===== config.mk =====
export PLATFORM = sky130hd
export DESIGN_NAME = serial_link_error_status_monitor
export DESIGN_NICKNAME = d
export VERILOG_FILES = /design/src/include/link_monitor_pkg.sv /design/src/core/lane_error_counter.sv /design/src/core/serial_link_error_status_monitor.sv
export SDC_FILE = /design/constraint.sdc
export NUM_CORES = 1
export LEC_CHECK = 0
export BUFFER_PORTS_ARGS = -buffer_cell sky130_fd_sc_hd__buf_2
export CORE_MARGIN = 4
export CORE_UTILIZATION = 60
export CTS_BUF_LIST = sky130_fd_sc_hd__clkbuf_2
export CTS_CLUSTER_SIZE = 10
export DETAILED_ROUTE_END_ITERATION = 6
export GPL_TIMING_DRIVEN = 0
export HOLD_SLACK_MARGIN = 0.03
export PLACE_DENSITY = 0.78
export SLEW_MARGIN = 20
export SYNTH_ARGS = -nofsm -noshare
export SYNTH_HDL_FRONTEND = slang
export SYNTH_HIERARCHICAL = 1
export SYNTH_SLANG_ARGS = --single-unit

===== constraint.sdc =====
create_clock -name clock_i -period 7 [get_ports clock_i]
set_input_delay 0.35 -clock clock_i [delete_from_list [all_inputs] [get_ports clock_i]]
set_output_delay 0.35 -clock clock_i [all_outputs]
set_load 0.05 [all_outputs]

===== src/include/link_monitor_pkg.sv =====
// Shared constants for the serial link error and status monitor
`default_nettype none
package link_monitor_pkg;
  // ----------------------------------------------------------------
  // Register offsets
  // ----------------------------------------------------------------
  localparam logic [11:0] CHK_MODE_ADDR = 12'h300;
  localparam logic [11:0] RX_PARAM_BASE = 12'h400;
  localparam logic [11:0] CFG_PARAM_BASE = 12'h450;
  localparam logic [11:0] COUNT_VIEW_ADDR = 12'h46B;
  localparam logic [11:0] ERR_CTRL_BASE = 12'h46D;
  localparam logic [11:0] CODE_GROUP_SYNC_ADDR = 12'h470;
  localparam logic [11:0] FRAME_SYNC_ADDR = 12'h471;
  localparam logic [11:0] CHECKSUM_GOOD_ADDR = 12'h472;
  localparam logic [11:0] LANE_ALIGN_ADDR = 12'h473;
  localparam logic [11:0] LINK_CTRL_ADDR = 12'h477;
  localparam logic [11:0] IRQ_ENABLE_ADDR = 12'h47A;
  localparam logic [11:0] RESYNC_MASK_ADDR = 12'h47B;
  localparam logic [11:0] THRESHOLD_ADDR = 12'h47C;
  // ----------------------------------------------------------------
  // Field positions
  // ----------------------------------------------------------------
  localparam int CHK_MODE_BIT = 6;
  localparam int MASK_EN_BIT = 3;
  localparam int ILAS_TEST_BIT = 7;
  localparam int FLAG_IRQ_CLEAR_BIT = 7;
  localparam int ERR_IRQ_CLEAR_BIT = 7;
  localparam int ERR_DISABLE_BIT = 6;
  localparam int ERR_RESET_BIT = 5;
  localparam int ERR_IRQ_LSB = 5;
  localparam int MISMATCH_EN_BIT = 3;
  localparam int MISMATCH_ST_BIT = 4;
  localparam int RESYNC_MASK_LSB = 5;
  localparam int VIEW_LANE_LSB = 4;
  localparam int FRAME_OCTETS_BYTE = 4;
  // ----------------------------------------------------------------
  // Sizes, counts and reset values
  // ----------------------------------------------------------------
  localparam int ERR_TYPES = 3;
  localparam int PARAM_BYTES = 14;
  localparam int PACKED_SUM_BYTES = 13;
  localparam int DISP_REINIT_COUNT = 4;
  localparam int RESYNC_FRAMES = 5;
  localparam int RESYNC_OCTETS = 9;
  localparam logic MISMATCH_EN_RESET = 1'b1;
  localparam logic [7:0] THRESHOLD_RESET = 8'hFF;

  // Field-wise checksum over the link parameter bytes, lane id substituted
  function automatic logic [7:0] field_checksum(input logic [PARAM_BYTES*8-1:0] p, input logic [4:0] lid);
    logic [7:0] s;
    s = p[7:0] + {4'h0, p[11:8]} + {3'h0, lid} + {7'h00, p[31]} + {3'h0, p[28:24]};
    s = s + p[39:32] + {3'h0, p[44:40]} + p[55:48] + {3'h0, p[60:56]};
    s = s + {5'h00, p[71:69]} + {3'h0, p[68:64]} + {5'h00, p[79:77]} + {3'h0, p[76:72]};
    s = s + {7'h00, p[87]};
    return s;
  endfunction
endpackage
`default_nettype wire


===== src/core/lane_error_counter.sv =====
// Per-lane, per-type error counter with optional saturation at threshold
`default_nettype none
module lane_error_counter #(
  parameter int WIDTH = 8
) (
  // Clock and reset
  input wire logic clock_i,
  input wire logic reset_n_i,
  // Control
  input wire logic error_i,
  input wire logic clear_i,
  input wire logic disable_i,
  input wire logic saturate_i,
  input wire logic [WIDTH-1:0] threshold_i,
  // Result
  output logic [WIDTH-1:0] count_o,
  output logic reached_o
);
  typedef struct packed {
    logic [WIDTH-1:0] count;
  } state_type;

  state_type state_q;
  state_type state_d;

  generate
    if (WIDTH < 2) begin : g_bad_width
      $error("lane_error_counter: WIDTH must be at least 2");
    end
  endgenerate

  always_comb begin
    state_d = state_q;
    if (clear_i) begin
      state_d.count = '0;
    end else if (error_i && !disable_i) begin
      if (saturate_i && (state_q.count >= threshold_i || &state_q.count)) begin
        state_d.count = state_q.count;
      end else begin
        state_d.count = state_q.count + 1'b1;
      end
    end
  end

  always_ff @(posedge clock_i or negedge reset_n_i) begin
    if (!reset_n_i) begin
      state_q <= '0;
    end else begin
      state_q <= state_d;
    end
  end

  assign count_o = state_q.count;
  // A zero threshold never counts as reached, so writing zero to the threshold keeps the event quiet
  assign reached_o = (threshold_i != '0) && (state_q.count >= threshold_i);
endmodule
`default_nettype wire


===== src/core/serial_link_error_status_monitor.sv =====
// Receive-side link error counting, resync request and status flag block
`default_nettype none
module serial_link_error_status_monitor #(
  parameter int LANES = 4,
  parameter int COUNT_WIDTH = 8
) (
  // Clock and reset
  input wire logic clock_i,
  input wire logic reset_n_i,
  // Register port
  input wire logic [11:0] reg_addr_i,
  input wire logic [7:0] reg_wdata_i,
  input wire logic reg_write_i,
  input wire logic reg_read_i,
  output logic [7:0] reg_rdata_o,
  // Per-lane decoder error strobes
  input wire logic [LANES-1:0] disparity_error_i,
  input wire logic [LANES-1:0] not_in_table_error_i,
  input wire logic [LANES-1:0] unexpected_control_error_i,
  // Per-lane link establishment status
  input wire logic [LANES-1:0] code_group_sync_i,
  input wire logic [LANES-1:0] frame_sync_i,
  input wire logic [LANES-1:0] lane_alignment_i,
  // Received link parameters
  input wire logic params_valid_i,
  input wire logic [link_monitor_pkg::PARAM_BYTES*8-1:0] rx_params_i,
  input wire logic [LANES*8-1:0] rx_checksum_i,
  input wire logic [LANES*5-1:0] rx_lane_id_i,
  // Link and system outputs
  output logic sync_request_output_n_o,
  output logic irq_o
);
  localparam int NB = link_monitor_pkg::PARAM_BYTES;
  localparam int NT = link_monitor_pkg::ERR_TYPES;

  generate
    if (LANES < 1 || LANES > 8) begin : g_bad_lanes
      $error("serial_link_error_status_monitor: LANES must be 1 to 8");
    end
    if (COUNT_WIDTH != 8) begin : g_bad_width
      $error("serial_link_error_status_monitor: COUNT_WIDTH must be 8");
    end
  endgenerate

  // ----------------------------------------------------------------
  // State
  // ----------------------------------------------------------------
  typedef struct packed {
    logic [7:0] irq_enable;
    logic [2:0] resync_mask;
    logic mismatch_enable;
    logic mismatch_status;
    logic mask_enable;
    logic ilas_test;
    logic checksum_mode;
    logic [7:0] threshold;
    logic [NB-1:0][7:0] cfg_params;
    logic [2:0] view_lane;
    logic [1:0] view_type;
    logic [NT-1:0][LANES-1:0] count_disable;
    logic [NT-1:0][LANES-1:0] error_status;
    logic [NT-1:0][LANES-1:0] reached_prev;
    logic [LANES-1:0] cgs_flags;
    logic [LANES-1:0] frame_flags;
    logic [LANES-1:0] checksum_flags;
    logic [LANES-1:0] align_flags;
    logic [3:0] fail_status;
    logic [LANES-1:0][2:0] disparity_run;
    logic [10:0] hold_count;
    logic [7:0] rdata;
    logic irq;
    logic sync_n;
  } state_type;

  state_type state_q;
  state_type state_d;

  // ----------------------------------------------------------------
  // Error counters
  // ----------------------------------------------------------------
  logic [NT-1:0][LANES-1:0] err_strobe;
  logic [NT-1:0][LANES-1:0] cnt_clear;
  logic [NT-1:0][LANES-1:0] reached;
  logic [NT-1:0][LANES-1:0][COUNT_WIDTH-1:0] count;
  logic reinit;

  assign err_strobe[0] = disparity_error_i;
  assign err_strobe[1] = not_in_table_error_i;
  assign err_strobe[2] = unexpected_control_error_i;

  genvar gt, gl;
  generate
    for (gt = 0; gt < NT; gt++) begin : g_type
      for (gl = 0; gl < LANES; gl++) begin : g_lane
        lane_error_counter #(
          .WIDTH(COUNT_WIDTH)
        ) u_counter (
          .clock_i(clock_i),
          .reset_n_i(reset_n_i),
          .error_i(err_strobe[gt][gl]),
          .clear_i(cnt_clear[gt][gl]),
          .disable_i(state_q.count_disable[gt][gl]),
          // Counters of a resync-enabled type wrap so a repeat trigger stays possible
          .saturate_i(!(state_q.mask_enable && state_q.resync_mask[NT-1-gt])),
          .threshold_i(state_q.threshold),
          .count_o(count[gt][gl]),
          .reached_o(reached[gt][gl])
        );
      end
    end
  endgenerate

  // ----------------------------------------------------------------
  // Checksums and parameter comparison
  // ----------------------------------------------------------------
  logic [LANES-1:0] checksum_match;
  logic params_differ;

  always_comb begin
    logic [7:0] packed_sum;
    logic [7:0] expected;
    packed_sum = '0;
    expected = '0;
    for (int b = 0; b < link_monitor_pkg::PACKED_SUM_BYTES; b++) begin
      packed_sum = packed_sum + rx_params_i[b*8 +: 8];
    end
    for (int l = 0; l < LANES; l++) begin
      if (state_q.checksum_mode) begin
        expected = packed_sum + {3'h0, rx_lane_id_i[l*5 +: 5]};
      end else begin
        expected = link_monitor_pkg::field_checksum(rx_params_i, rx_lane_id_i[l*5 +: 5]);
      end
      checksum_match[l] = (expected == rx_checksum_i[l*8 +: 8]);
    end
  end

  assign params_differ = (state_q.cfg_params != rx_params_i);

  // ----------------------------------------------------------------
  // Next state
  // ----------------------------------------------------------------
  always_comb begin
    logic [11:0] a;
    logic [7:0] w;
    logic wr;
    logic disp_reinit;
    logic thr_reinit;
    logic [NT-1:0][LANES-1:0] irq_clear;
    logic [3:0] fail_set;
    logic [3:0] fail_clear;
    logic [7:0] event_status;
    logic [10:0] frame_octets;
    int t;
    int sel;
    a = reg_addr_i;
    w = reg_wdata_i;
    wr = reg_write_i;
    disp_reinit = 1'b0;
    thr_reinit = 1'b0;
    irq_clear = '0;
    fail_set = '0;
    fail_clear = '0;
    event_status = '0;
    frame_octets = '0;
    t = 0;
    sel = 0;
    cnt_clear = '0;
    state_d = state_q;

    // Register writes
    if (wr) begin
      case (a)
        link_monitor_pkg::CHK_MODE_ADDR: state_d.checksum_mode = w[link_monitor_pkg::CHK_MODE_BIT];
        link_monitor_pkg::COUNT_VIEW_ADDR: begin
          state_d.view_lane = w[link_monitor_pkg::VIEW_LANE_LSB +: 3];
          state_d.view_type = w[1:0];
        end
        link_monitor_pkg::LINK_CTRL_ADDR: begin
          state_d.mask_enable = w[link_monitor_pkg::MASK_EN_BIT];
          state_d.ilas_test = w[link_monitor_pkg::ILAS_TEST_BIT];
        end
        link_monitor_pkg::IRQ_ENABLE_ADDR: state_d.irq_enable = w & 8'hEF;
        link_monitor_pkg::RESYNC_MASK_ADDR: begin
          state_d.resync_mask = w[link_monitor_pkg::RESYNC_MASK_LSB +: 3];
          state_d.mismatch_enable = w[link_monitor_pkg::MISMATCH_EN_BIT];
        end
        link_monitor_pkg::THRESHOLD_ADDR: state_d.threshold = w;
        default: begin
        end
      endcase
      if (a >= link_monitor_pkg::CFG_PARAM_BASE && a < link_monitor_pkg::CFG_PARAM_BASE + 12'(NB)) begin
        state_d.cfg_params[a - link_monitor_pkg::CFG_PARAM_BASE] = w;
      end
      if (a >= link_monitor_pkg::ERR_CTRL_BASE && a < link_monitor_pkg::ERR_CTRL_BASE + 12'(NT)) begin
        t = int'(a - link_monitor_pkg::ERR_CTRL_BASE);
        sel = int'(w[2:0]);
        if (sel < LANES) begin
          irq_clear[t][sel] = w[link_monitor_pkg::ERR_IRQ_CLEAR_BIT];
          state_d.count_disable[t][sel] = w[link_monitor_pkg::ERR_DISABLE_BIT];
          cnt_clear[t][sel] = w[link_monitor_pkg::ERR_RESET_BIT];
        end
      end
      for (int f = 0; f < 4; f++) begin
        if (a == link_monitor_pkg::CODE_GROUP_SYNC_ADDR + 12'(f)) begin
          fail_clear[f] = w[link_monitor_pkg::FLAG_IRQ_CLEAR_BIT];
        end
      end
    end

    // Per-lane stage flags
    state_d.cgs_flags = code_group_sync_i;
    state_d.frame_flags = frame_sync_i;
    state_d.align_flags = lane_alignment_i;
    if (params_valid_i) begin
      state_d.checksum_flags = checksum_match;
    end
    // A flag falling on any lane, or a bad checksum, is a stage failure
    fail_set[0] = |(state_q.cgs_flags & ~code_group_sync_i);
    fail_set[1] = |(state_q.frame_flags & ~frame_sync_i);
    fail_set[2] = params_valid_i && !(&checksum_match);
    fail_set[3] = |(state_q.align_flags & ~lane_alignment_i);
    state_d.fail_status = (state_q.fail_status & ~fail_clear) | fail_set;

    // Error type events and threshold reinit
    state_d.reached_prev = reached;
    for (int ty = 0; ty < NT; ty++) begin
      state_d.error_status[ty] = (state_q.error_status[ty] & ~irq_clear[ty]) | reached[ty];
      if (state_q.mask_enable && state_q.resync_mask[NT-1-ty] && |(reached[ty] & ~state_q.reached_prev[ty])) begin
        thr_reinit = 1'b1;
      end
    end

    // Invalid disparity run per lane
    for (int l = 0; l < LANES; l++) begin
      if (disparity_error_i[l]) begin
        if (state_q.disparity_run[l] == 3'(link_monitor_pkg::DISP_REINIT_COUNT - 1)) begin
          disp_reinit = 1'b1;
        end
        state_d.disparity_run[l] = state_q.disparity_run[l] + 3'h1;
      end
    end

    // Reinitialisation clears every counter but not the sticky status
    reinit = disp_reinit || thr_reinit;
    if (reinit) begin
      cnt_clear = '1;
      state_d.disparity_run = '0;
      state_d.reached_prev = '0;
      frame_octets = {3'h0, state_q.cfg_params[link_monitor_pkg::FRAME_OCTETS_BYTE]} + 11'h001;
      state_d.hold_count = 11'(link_monitor_pkg::RESYNC_FRAMES) * frame_octets
        + 11'(link_monitor_pkg::RESYNC_OCTETS);
    end else if (state_q.hold_count != '0) begin
      state_d.hold_count = state_q.hold_count - 11'h001;
    end
    state_d.sync_n = !(reinit || state_q.hold_count > 11'h001);

    // Mismatch flag, set wins over clear
    if (wr && a == link_monitor_pkg::RESYNC_MASK_ADDR && w[link_monitor_pkg::MISMATCH_ST_BIT]) begin
      state_d.mismatch_status = 1'b0;
    end
    if (params_differ) begin
      state_d.mismatch_status = 1'b1;
    end

    // Interrupt output
    for (int ty = 0; ty < NT; ty++) begin
      event_status[link_monitor_pkg::ERR_IRQ_LSB + NT - 1 - ty] = |state_q.error_status[ty];
    end
    event_status[3:0] = state_q.fail_status;
    state_d.irq = |(event_status & state_q.irq_enable)
      || (state_q.mismatch_enable && state_q.mismatch_status);

    // Register reads, answered on the next edge
    if (reg_read_i) begin
      state_d.rdata = 8'h00;
      case (a)
        link_monitor_pkg::CHK_MODE_ADDR: state_d.rdata[link_monitor_pkg::CHK_MODE_BIT] = state_q.checksum_mode;
        link_monitor_pkg::COUNT_VIEW_ADDR: begin
          if (state_q.view_type < 2'(NT) && int'(state_q.view_lane) < LANES) begin
            state_d.rdata = count[state_q.view_type][state_q.view_lane];
          end
        end
        link_monitor_pkg::CODE_GROUP_SYNC_ADDR: state_d.rdata = 8'(state_q.cgs_flags);
        link_monitor_pkg::FRAME_SYNC_ADDR: state_d.rdata = 8'(state_q.frame_flags);
        link_monitor_pkg::CHECKSUM_GOOD_ADDR: state_d.rdata = 8'(state_q.checksum_flags);
        link_monitor_pkg::LANE_ALIGN_ADDR: state_d.rdata = 8'(state_q.align_flags);
        link_monitor_pkg::LINK_CTRL_ADDR: begin
          state_d.rdata[link_monitor_pkg::MASK_EN_BIT] = state_q.mask_enable;
          state_d.rdata[link_monitor_pkg::ILAS_TEST_BIT] = state_q.ilas_test;
        end
        // Enabled bits show event status, others show zero
        link_monitor_pkg::IRQ_ENABLE_ADDR: state_d.rdata = event_status & state_q.irq_enable;
        link_monitor_pkg::RESYNC_MASK_ADDR: begin
          state_d.rdata[link_monitor_pkg::RESYNC_MASK_LSB +: 3] = state_q.resync_mask;
          state_d.rdata[link_monitor_pkg::MISMATCH_ST_BIT] = state_q.mismatch_status;
          state_d.rdata[link_monitor_pkg::MISMATCH_EN_BIT] = state_q.mismatch_enable;
        end
        link_monitor_pkg::THRESHOLD_ADDR: state_d.rdata = state_q.threshold;
        default: begin
          if (a >= link_monitor_pkg::CFG_PARAM_BASE && a < link_monitor_pkg::CFG_PARAM_BASE + 12'(NB)) begin
            state_d.rdata = state_q.cfg_params[a - link_monitor_pkg::CFG_PARAM_BASE];
          end
          if (a >= link_monitor_pkg::RX_PARAM_BASE && a < link_monitor_pkg::RX_PARAM_BASE + 12'(NB)) begin
            state_d.rdata = rx_params_i[(a - link_monitor_pkg::RX_PARAM_BASE) * 8 +: 8];
          end
          if (a >= link_monitor_pkg::ERR_CTRL_BASE && a < link_monitor_pkg::ERR_CTRL_BASE + 12'(NT)) begin
            // Readback is the over-threshold state, not the written value
            state_d.rdata = 8'(reached[a - link_monitor_pkg::ERR_CTRL_BASE]);
          end
        end
      endcase
    end
  end

  // ----------------------------------------------------------------
  // Registers
  // ----------------------------------------------------------------
  always_ff @(posedge clock_i or negedge reset_n_i) begin
    if (!reset_n_i) begin
      state_q <= '0;
      state_q.mismatch_enable <= link_monitor_pkg::MISMATCH_EN_RESET;
      state_q.threshold <= link_monitor_pkg::THRESHOLD_RESET;
      state_q.sync_n <= 1'b1;
    end else begin
      state_q <= state_d;
    end
  end

  assign reg_rdata_o = state_q.rdata;
  assign sync_request_output_n_o = state_q.sync_n;
  assign irq_o = state_q.irq;
endmodule
`default_nettype wire


==> results.cfg, run 1 <==
[run_status]
outcome = finished, violations left
failed_checks = design-rule violations

[cts]
clk_pin_slew_ns = 0.11
cts_max_level = 3
cts_root_buf = clkbuf_2
clock_path_buffers = 3
cts_tree = yes
numCtsBuffers = 85
cts.sinks = 325
worst_skew_pair.late_latency_ns = 1.12

[synth]
synth_top_area_share_pct = 26.57
yosysSeqAreaShare_pct = 27.45
yosys-mux-area-fraction_pct = 10.84
async_reset_ff_share_pct = 100.0
synth-simple-area-share_pct = 12.45
synth_flop_cell = dfrtp_1
yosysMostFrequentCell = inv_1
synth_cell_types = 79
syn_inst = 3043
synth_top_area_cell = dfrtp_1
synth_common_cells = inv_1, dfrtp_1, ha_1, o21ai_0, nor2_1
yosys.area_share.adder_pct = 20.16
syn_area_mm2 = 0.02967
synth_edf_count = 0
synth_nets = 3640
yosysWarnings = 6
synth_xor_area_share_pct = 7.877
ys_ff_latch = 325
synth_compound_area_share_pct = 14.36
avgSynthCellArea_um2 = 9.751
synth_top_family_by_area = adder cells
synth_area_leaders = dfrtp_1, fa_1, ha_1

[critical_path]
r2r-start = state_q[206]$_DFFE_PN1P_
r2r_end = g_type[0].g_lane[0].u_counter/count_o[2]$_DFFE_PN0P_
startpoint = rx_params_i[0]
r2r_setup_slack_ns = 1.75
cp.required_ns = 8.00
reg2regPathDepth = 15
crit_end = state_q[35]$_DFF_PN0_
critical_path_class = input port to register
endpoint_kind = register
path_max_fanout = 5
arrival_ns = 7.62
startpoint_type = input port

[cells_and_area]
post-route-cell-area_mm2 = 0.03337
nets = 4031
area_growth_pct = 12.45
multiInputGateArea_mm2 = 0.01951
fin_cells = 4166
drive_gt1_share_pct = 19.20
nFillCells = 3921
register_area_mm2 = 0.008145

[timing]
max_freq_ghz = 0.1510
finalSetupViolCount = 0
period_minus_slack_ns = 6.623
final.setup_skew_ns = 0.06518
maxSlewViolCount = 0
rsz0062_at_grt = no
relSlewSlack_pct = 24.56
finalHoldViolCount = 0
fin_setup_tns_ns = 0
hold_ws_ns = 0.1193
finalCritPeriodShare_pct = 94.61
worstMarginPinSlew_ns = 1.132

[route]
drtPass1Iterations = 7
num_vias = 26674
vias_per_cell = 6.403
wl_per_cell_um = 26.61
dr.first_iter.drc_count = 3275
drt.antenna.violating_nets = 0
wirelength_mm = 110.9
post-route-drc-count = 2

[die]
io_pins = 223
rows = 81
die-area_mm2 = 0.05307
die_w_um = 230.4
die_h_um = 230.4
start_util_pct = 60.62
core_area_mm2 = 0.04895

[global_routing]
grt_max_degree = 95
antenna_found_initial = 16
grt_pass1_vias = 26732
grt_first_pass_wirelength_mm = 164.2
track_usage_pct = 41.29
gr-total-overflow = 0

[power]
vdd_ir_drop_max_mv = 0.7162
swShare_pct = 50.65
fin_total_pwr_mw = 15.43
internal_power_mw = 7.613
seq_power_share_pct = 14.4
power_switching_mw = 7.814
leakagePower_nw = 15.52
power_density_mw_per_mm2 = 462.3
clockPowerShare_pct = 9.4
pwr-share-comb_pct = 76.2

[placed_design]
dpl-instance-area_mm2 = 0.03170
dp.cells = 3929
numPortBuffers = 219
dp_hpwl_mm = 87.01
gp_congestion = 1.057

[worst_hold_path]
hold_class = input port to register

[job]
cap_violations = 0
registers in the layout (all words and copies together) (netlist names):
signal                           flops
sync_request_output_n_o              1
g_type.g_lane.u_counter/count_o     96
state_q                            219
reg_rdata_o                          8
irq_o                                1
placed cells by master, fill, tap and decap left out, types with 18 or more instances in the layout:
cell,instances
nor2_1,176
mux2i_1,66
buf_2,226
nand4_1,27
o31ai_1,26
clkbuf_2,116
clkbuf_1,65
nand3_1,64
o21a_1,18
buf_1,22
dlygate4sd3_1,81
dfrtp_1,315
nor3_1,21
mux2_2,135
o21ai_0,193
nor4_1,55
a31oi_1,18
or4_1,26
mux4_2,41
ha_1,227
o221ai_1,19
or3_1,41
a21oi_1,152
fa_1,157
xor2_1,142
nand2_1,169
nor2b_1,22
o22ai_1,40
inv_1,380
xnor2_1,113
per-stage QoR:
| stage | util [%] | setup slack [ns] |
|---|---|---|
| after floorplan | - | 1.063 |
| after CTS | 68.11 | 0.1728 |
| final | 68.16 | 0.3771 |
| after global placement | 64.55 | -0.5674 |
| after detailed placement | 64.75 | -0.4341 |
| after global routing | 68.15 | 0.1055 |
worst min-delay path by stage:
stage | from | end | slack, ns | depth (start not counted)
floorplan | reset_n_i | g_type[0].g_lane[0].u_counter/count_o[0]$_DFFE_PN0P_ | 0.05 | 0
global route | disparity_error_i[3] | state_q[32]$_DFFE_PN0P_ | 0.07 | 3
detailed placement | reset_n_i | g_type[2].g_lane[1].u_counter/count_o[1]$_DFFE_PN0P_ | 0.35 | 1
finish | disparity_error_i[3] | state_q[32]$_DFFE_PN0P_ | 0.12 | 3
CTS | reg_addr_i[6] | reg_rdata_o[6]$_DFFE_PN0P_ | 0.03 | 6
global placement | lane_alignment_i[3] | state_q[40]$_DFF_PN0_ | 0.47 | 1
power groups by stage:
stage	clock network [mW]	logic, mW	registers [mW]
4_1_cts	1.45	11.5	2.22
2_1_floorplan	0	8.65	2.18
6_report	1.45	11.8	2.22
3_5_place_dp	0	11.3	2.25
3_3_place_gp	0	10.9	2.24
5_1_grt	1.56	12.8	2.24
worst max-delay path: stages:
cell	delay, ns
buf_2	0.18
ha_1	0.30
inv_1	0.08
fa_1	0.44
xnor2_2	0.56
inv_1	0.15
fa_1	0.46
fa_1	0.53
inv_1	0.06
fa_1	0.56
inv_1	0.13
fa_1	0.57
inv_1	0.06
ha_1	0.28
nor2b_1	0.12
o21ai_0	0.34
a21boi_0	0.21
o21a_1	0.26
o211ai_1	0.23
nand3_1	0.12
a31oi_1	0.21
xor2_1	0.19
nand4_1	0.17
dlygate4sd3_1	0.63
nand4b_1	0.18
a22o_1	0.24
cells by family (layout without fill, tap and decap cells):
kind of cell             Yosys count  in the layout
buffers and inverters            499            950
XOR/XNOR                         261            261
adder cells (fa/ha/maj)          384            384
flip-flops                       325            325
multiplexers                     252            252
AND/OR/NAND/NOR                  706            706
other                              0              8
AO/OA/AOI/OAI                    616            616
metal layers:
layer  up-vias  part of all wire (%)  routed length (µm)  GRT usage [%]
met5         -                  0.11                 120         0.5515
met2      1729                    44               48870          64.51
met3       449                    11               12240          10.29
met1     12997                    38               42060          53.76
met4        14                   6.8                7566          20.79
li1      11485                     -                   -              -
final cells by class:
type	instances	area share, %
multi-input combinational	2219	58.46
sequential	325	24.41
timing repair buffer	304	6.075
inverter	380	4.275
tap	664	2.490
buffer	119	1.819
clock buffer	116	1.740
clock inverter	31	0.6675
antenna	8	0.06000
repair_timing:
action,4_1_cts,5_1_grt
buffers inserted,0,0
hold endpoints to repair,468,0
hold buffers,82,0
gates resized for setup,0,1
setup endpoints to repair,0,1
Note: power is estimated with default switching activity, not from simulation.
==> inputs of run 2 (changes only) <==
ABC_AREA = 1   (was unset)
PLACE_DENSITY = 0.77   (was 0.78)
==> run 2 against run 1 <==
The run still ends with design-rule violations left. Synthesized cell count increased by 41%. Die area increased by 5.8%. Critical path type unchanged. Hold slack improved by 0.022 ns. Combinational power increased by 10%. Clock power decreased by 8%. Largest cell class unchanged.
==> results.cfg, run 2 <==
[job]
cap_violations = 0

[route]
wirelength_mm = 117.6
vias_per_cell = 5.918
drt.antenna.violating_nets = 0
num_vias = 32196
dr.first_iter.drc_count = 4044
wl_per_cell_um = 21.61
post-route-drc-count = 10
drtPass1Iterations = 7

[power]
power_density_mw_per_mm2 = 473.3
leakagePower_nw = 17.91
vdd_ir_drop_max_mv = 0.7509

[timing]
period_minus_slack_ns = 6.564
rsz0062_at_grt = no
finalSetupViolCount = 0
finalHoldViolCount = 0
relSlewSlack_pct = 24.09
maxSlewViolCount = 0
final.setup_skew_ns = 0.1639
worstMarginPinSlew_ns = 1.139
hold_ws_ns = 0.1418
max_freq_ghz = 0.1524
finalCritPeriodShare_pct = 93.77

[critical_path]
reg2regPathDepth = 24
critical_path_class = input port to register
critical_path_depth = 31
cpMaxStageDelayCell = dlygate4sd3_1
startpoint_type = input port
path_max_fanout = 4
crit_buf_inv = 9
r2r-start = state_q[207]$_DFFE_PN1P_
cp.required_ns = 7.96
r2r_end = g_type[1].g_lane[1].u_counter/count_o[2]$_DFFE_PN0P_
startpoint = rx_params_i[34]
crit_end = state_q[35]$_DFF_PN0_
slowest_delay_ns = 0.65
cp_top_family = adder cells
arrival_ns = 7.53
endpoint_kind = register
r2r_setup_slack_ns = 0.96

[synth]
synth_nets = 4873
synth_top_area_share_pct = 25.06
ys_ff_latch = 325
synth_edf_count = 0
avgSynthCellArea_um2 = 7.356
synth_top_area_cell = dfrtp_1
yosysWarnings = 6
syn_inst = 4276
synth_cell_types = 65
synth_area_leaders = dfrtp_1, nand2_1, fa_1
yosysSeqAreaShare_pct = 25.90
synth_common_cells = nand2_1, inv_1, dfrtp_1, nor2_1, o21ai_0
async_reset_ff_share_pct = 100.0
synth_flop_cell = dfrtp_1
yosysMostFrequentCell = nand2_1
syn_area_mm2 = 0.03145

[global_routing]
grt_first_pass_wirelength_mm = 176.0
gr-total-overflow = 0
track_usage_pct = 40.78
grt_max_degree = 102
grt_pass1_vias = 30176
antenna_found_initial = 2

[cells_and_area]
nets = 5289
area_growth_pct = 12.46
layout_common_cells = nand2_1, inv_1, dfrtp_1, nor2_1, o21ai_0
largest_reg_flops = 219
drive_gt1_share_pct = 11.76
top_register = state_q
register_area_mm2 = 0.008145
final_common_cell = nand2_1
multiInputGateArea_mm2 = 0.02046
fin_cells = 5440
nFillCells = 4596

[die]
core_area_mm2 = 0.05161
die-area_mm2 = 0.05615
rows = 83
die_w_um = 237.0
start_util_pct = 60.94
io_pins = 223
die_h_um = 237.0

[cts]
cts.sinks = 325
clk_pin_slew_ns = 0.11
cts_root_buf = clkbuf_2
clock_path_buffers = 3
worst_skew_pair.late_latency_ns = 1.14
cts_max_level = 3
cts_tree = yes
numCtsBuffers = 86

[worst_hold_path]
worstHoldStart = unexpected_control_error_i[2]
hold_class = input port to register

[placed_design]
dp.cells = 5178
gp_congestion = 1.054
numPortBuffers = 219
dp_hpwl_mm = 91.83

[run_status]
outcome = finished, violations left
failed_checks = design-rule violations
## run 2: repair_timing
action	CTS	global route
gates resized for setup	0	10
buffers inserted	0	4
hold endpoints to repair	544	1
endpoints found under the setup margin	0	2
hold buffers	101	2
## run 2: report_power, final
| group | leakage [nW] | total [mW] | internal (mW) | switching, mW |
|---|---|---|---|---|
| clock network | 0.570 | 1.34 | 0.498 | 0.839 |
| registers | 4.28 | 2.45 | 2.11 | 0.339 |
| logic | 13.1 | 13.0 | 4.95 | 8.01 |
| total | 17.9 | 16.7 | 7.56 | 9.18 |
## run 2: worst register-to-register path, cell delays in order (launching register included)
cell      delay [ns]
dfstp_2         1.05
inv_1           0.12
ha_1            0.34
nand2_1         0.07
nand2_1         0.05
nand2_1         0.05
nand2_1         0.04
nand2_1         0.09
nand3_1         0.08
o41ai_1         0.08
inv_1           0.17
inv_1           0.26
o22ai_1         0.12
nor2_1          0.14
nor2_1          0.10
a211oi_1        0.35
nand2_1         0.24
inv_1           0.25
clkbuf_1        0.79
o21ai_0         0.37
inv_1           0.36
o21ai_1         0.33
nand2_4         0.22
nand2_1         0.08
nand2_1         0.11
## run 2: cells by family after synthesis
kind of cell,Yosys count,synth area share (%)
AND/OR/NAND/NOR,1868,26.92
adder cells (fa/ha/maj),384,19.02
multiplexers,1,0.03182
buffers and inverters,752,9.197
XOR/XNOR,184,5.147
AO/OA/AOI/OAI,762,13.78
flip-flops,325,25.90
## run 2: final cells by class
class / count / share of cell area, %
multi-input cells: 3199 / 57.83
inverters: 642 / 6.823
flip-flops and latches: 325 / 23.03
clock buffers: 118 / 1.669
diodes: 7 / 0.04952
repair buffers: 328 / 6.360
well taps: 680 / 2.405
clock inverters: 31 / 0.4669
plain buffers: 110 / 1.369
## run 2: how the worst min path moves through the flow
| stage | depth (start not counted) | to | slack [ns] |
|---|---|---|---|
| floorplan | 0 | g_type[0].g_lane[0].u_counter/count_o[0]$_DFFE_PN0P_ | 0.05 |
| global placement | 2 | state_q[66]$_DFF_PN0_ | 0.47 |
| detailed placement | 1 | state_q[173]$_DFFE_PN0P_ | 0.23 |
| CTS | 6 | state_q[80]$_DFFE_PN0P_ | 0.03 |
| global route | 4 | state_q[31]$_DFFE_PN0P_ | 0.09 |
| finish | 6 | g_type[2].g_lane[2].u_counter/count_o[5]$_DFFE_PN0P_ | 0.14 |
## run 2: routing by layer
| metal | share of wire [%] | track usage, % | up-vias |
|---|---|---|---|
| met5 | 0 | 0 | - |
| met4 | 4.5 | 16.79 | 0 |
| met3 | 13 | 11.98 | 332 |
| met2 | 42 | 60.20 | 1933 |
| met1 | 40 | 56.45 | 15031 |
| li1 | - | - | 14900 |
## run 2: metrics by stage
stage | cell area [µm²] | setup WS (ns) | power (mW) | utilization [%] | TNS, ns
final | 35370 | 0.4362 | 16.74 | 68.54 | 0
after global routing | 35360 | 0.1112 | 18.52 | 68.52 | 0
after CTS | 35270 | 0.05823 | 16.20 | 68.34 | 0
after detailed placement | 33490 | 0.06619 | 14.74 | 64.89 | 0
after global placement | 33400 | -0.6605 | 14.50 | 64.71 | -190.13
after floorplan | 31450 | 1.348 | 11.98 | - | 0
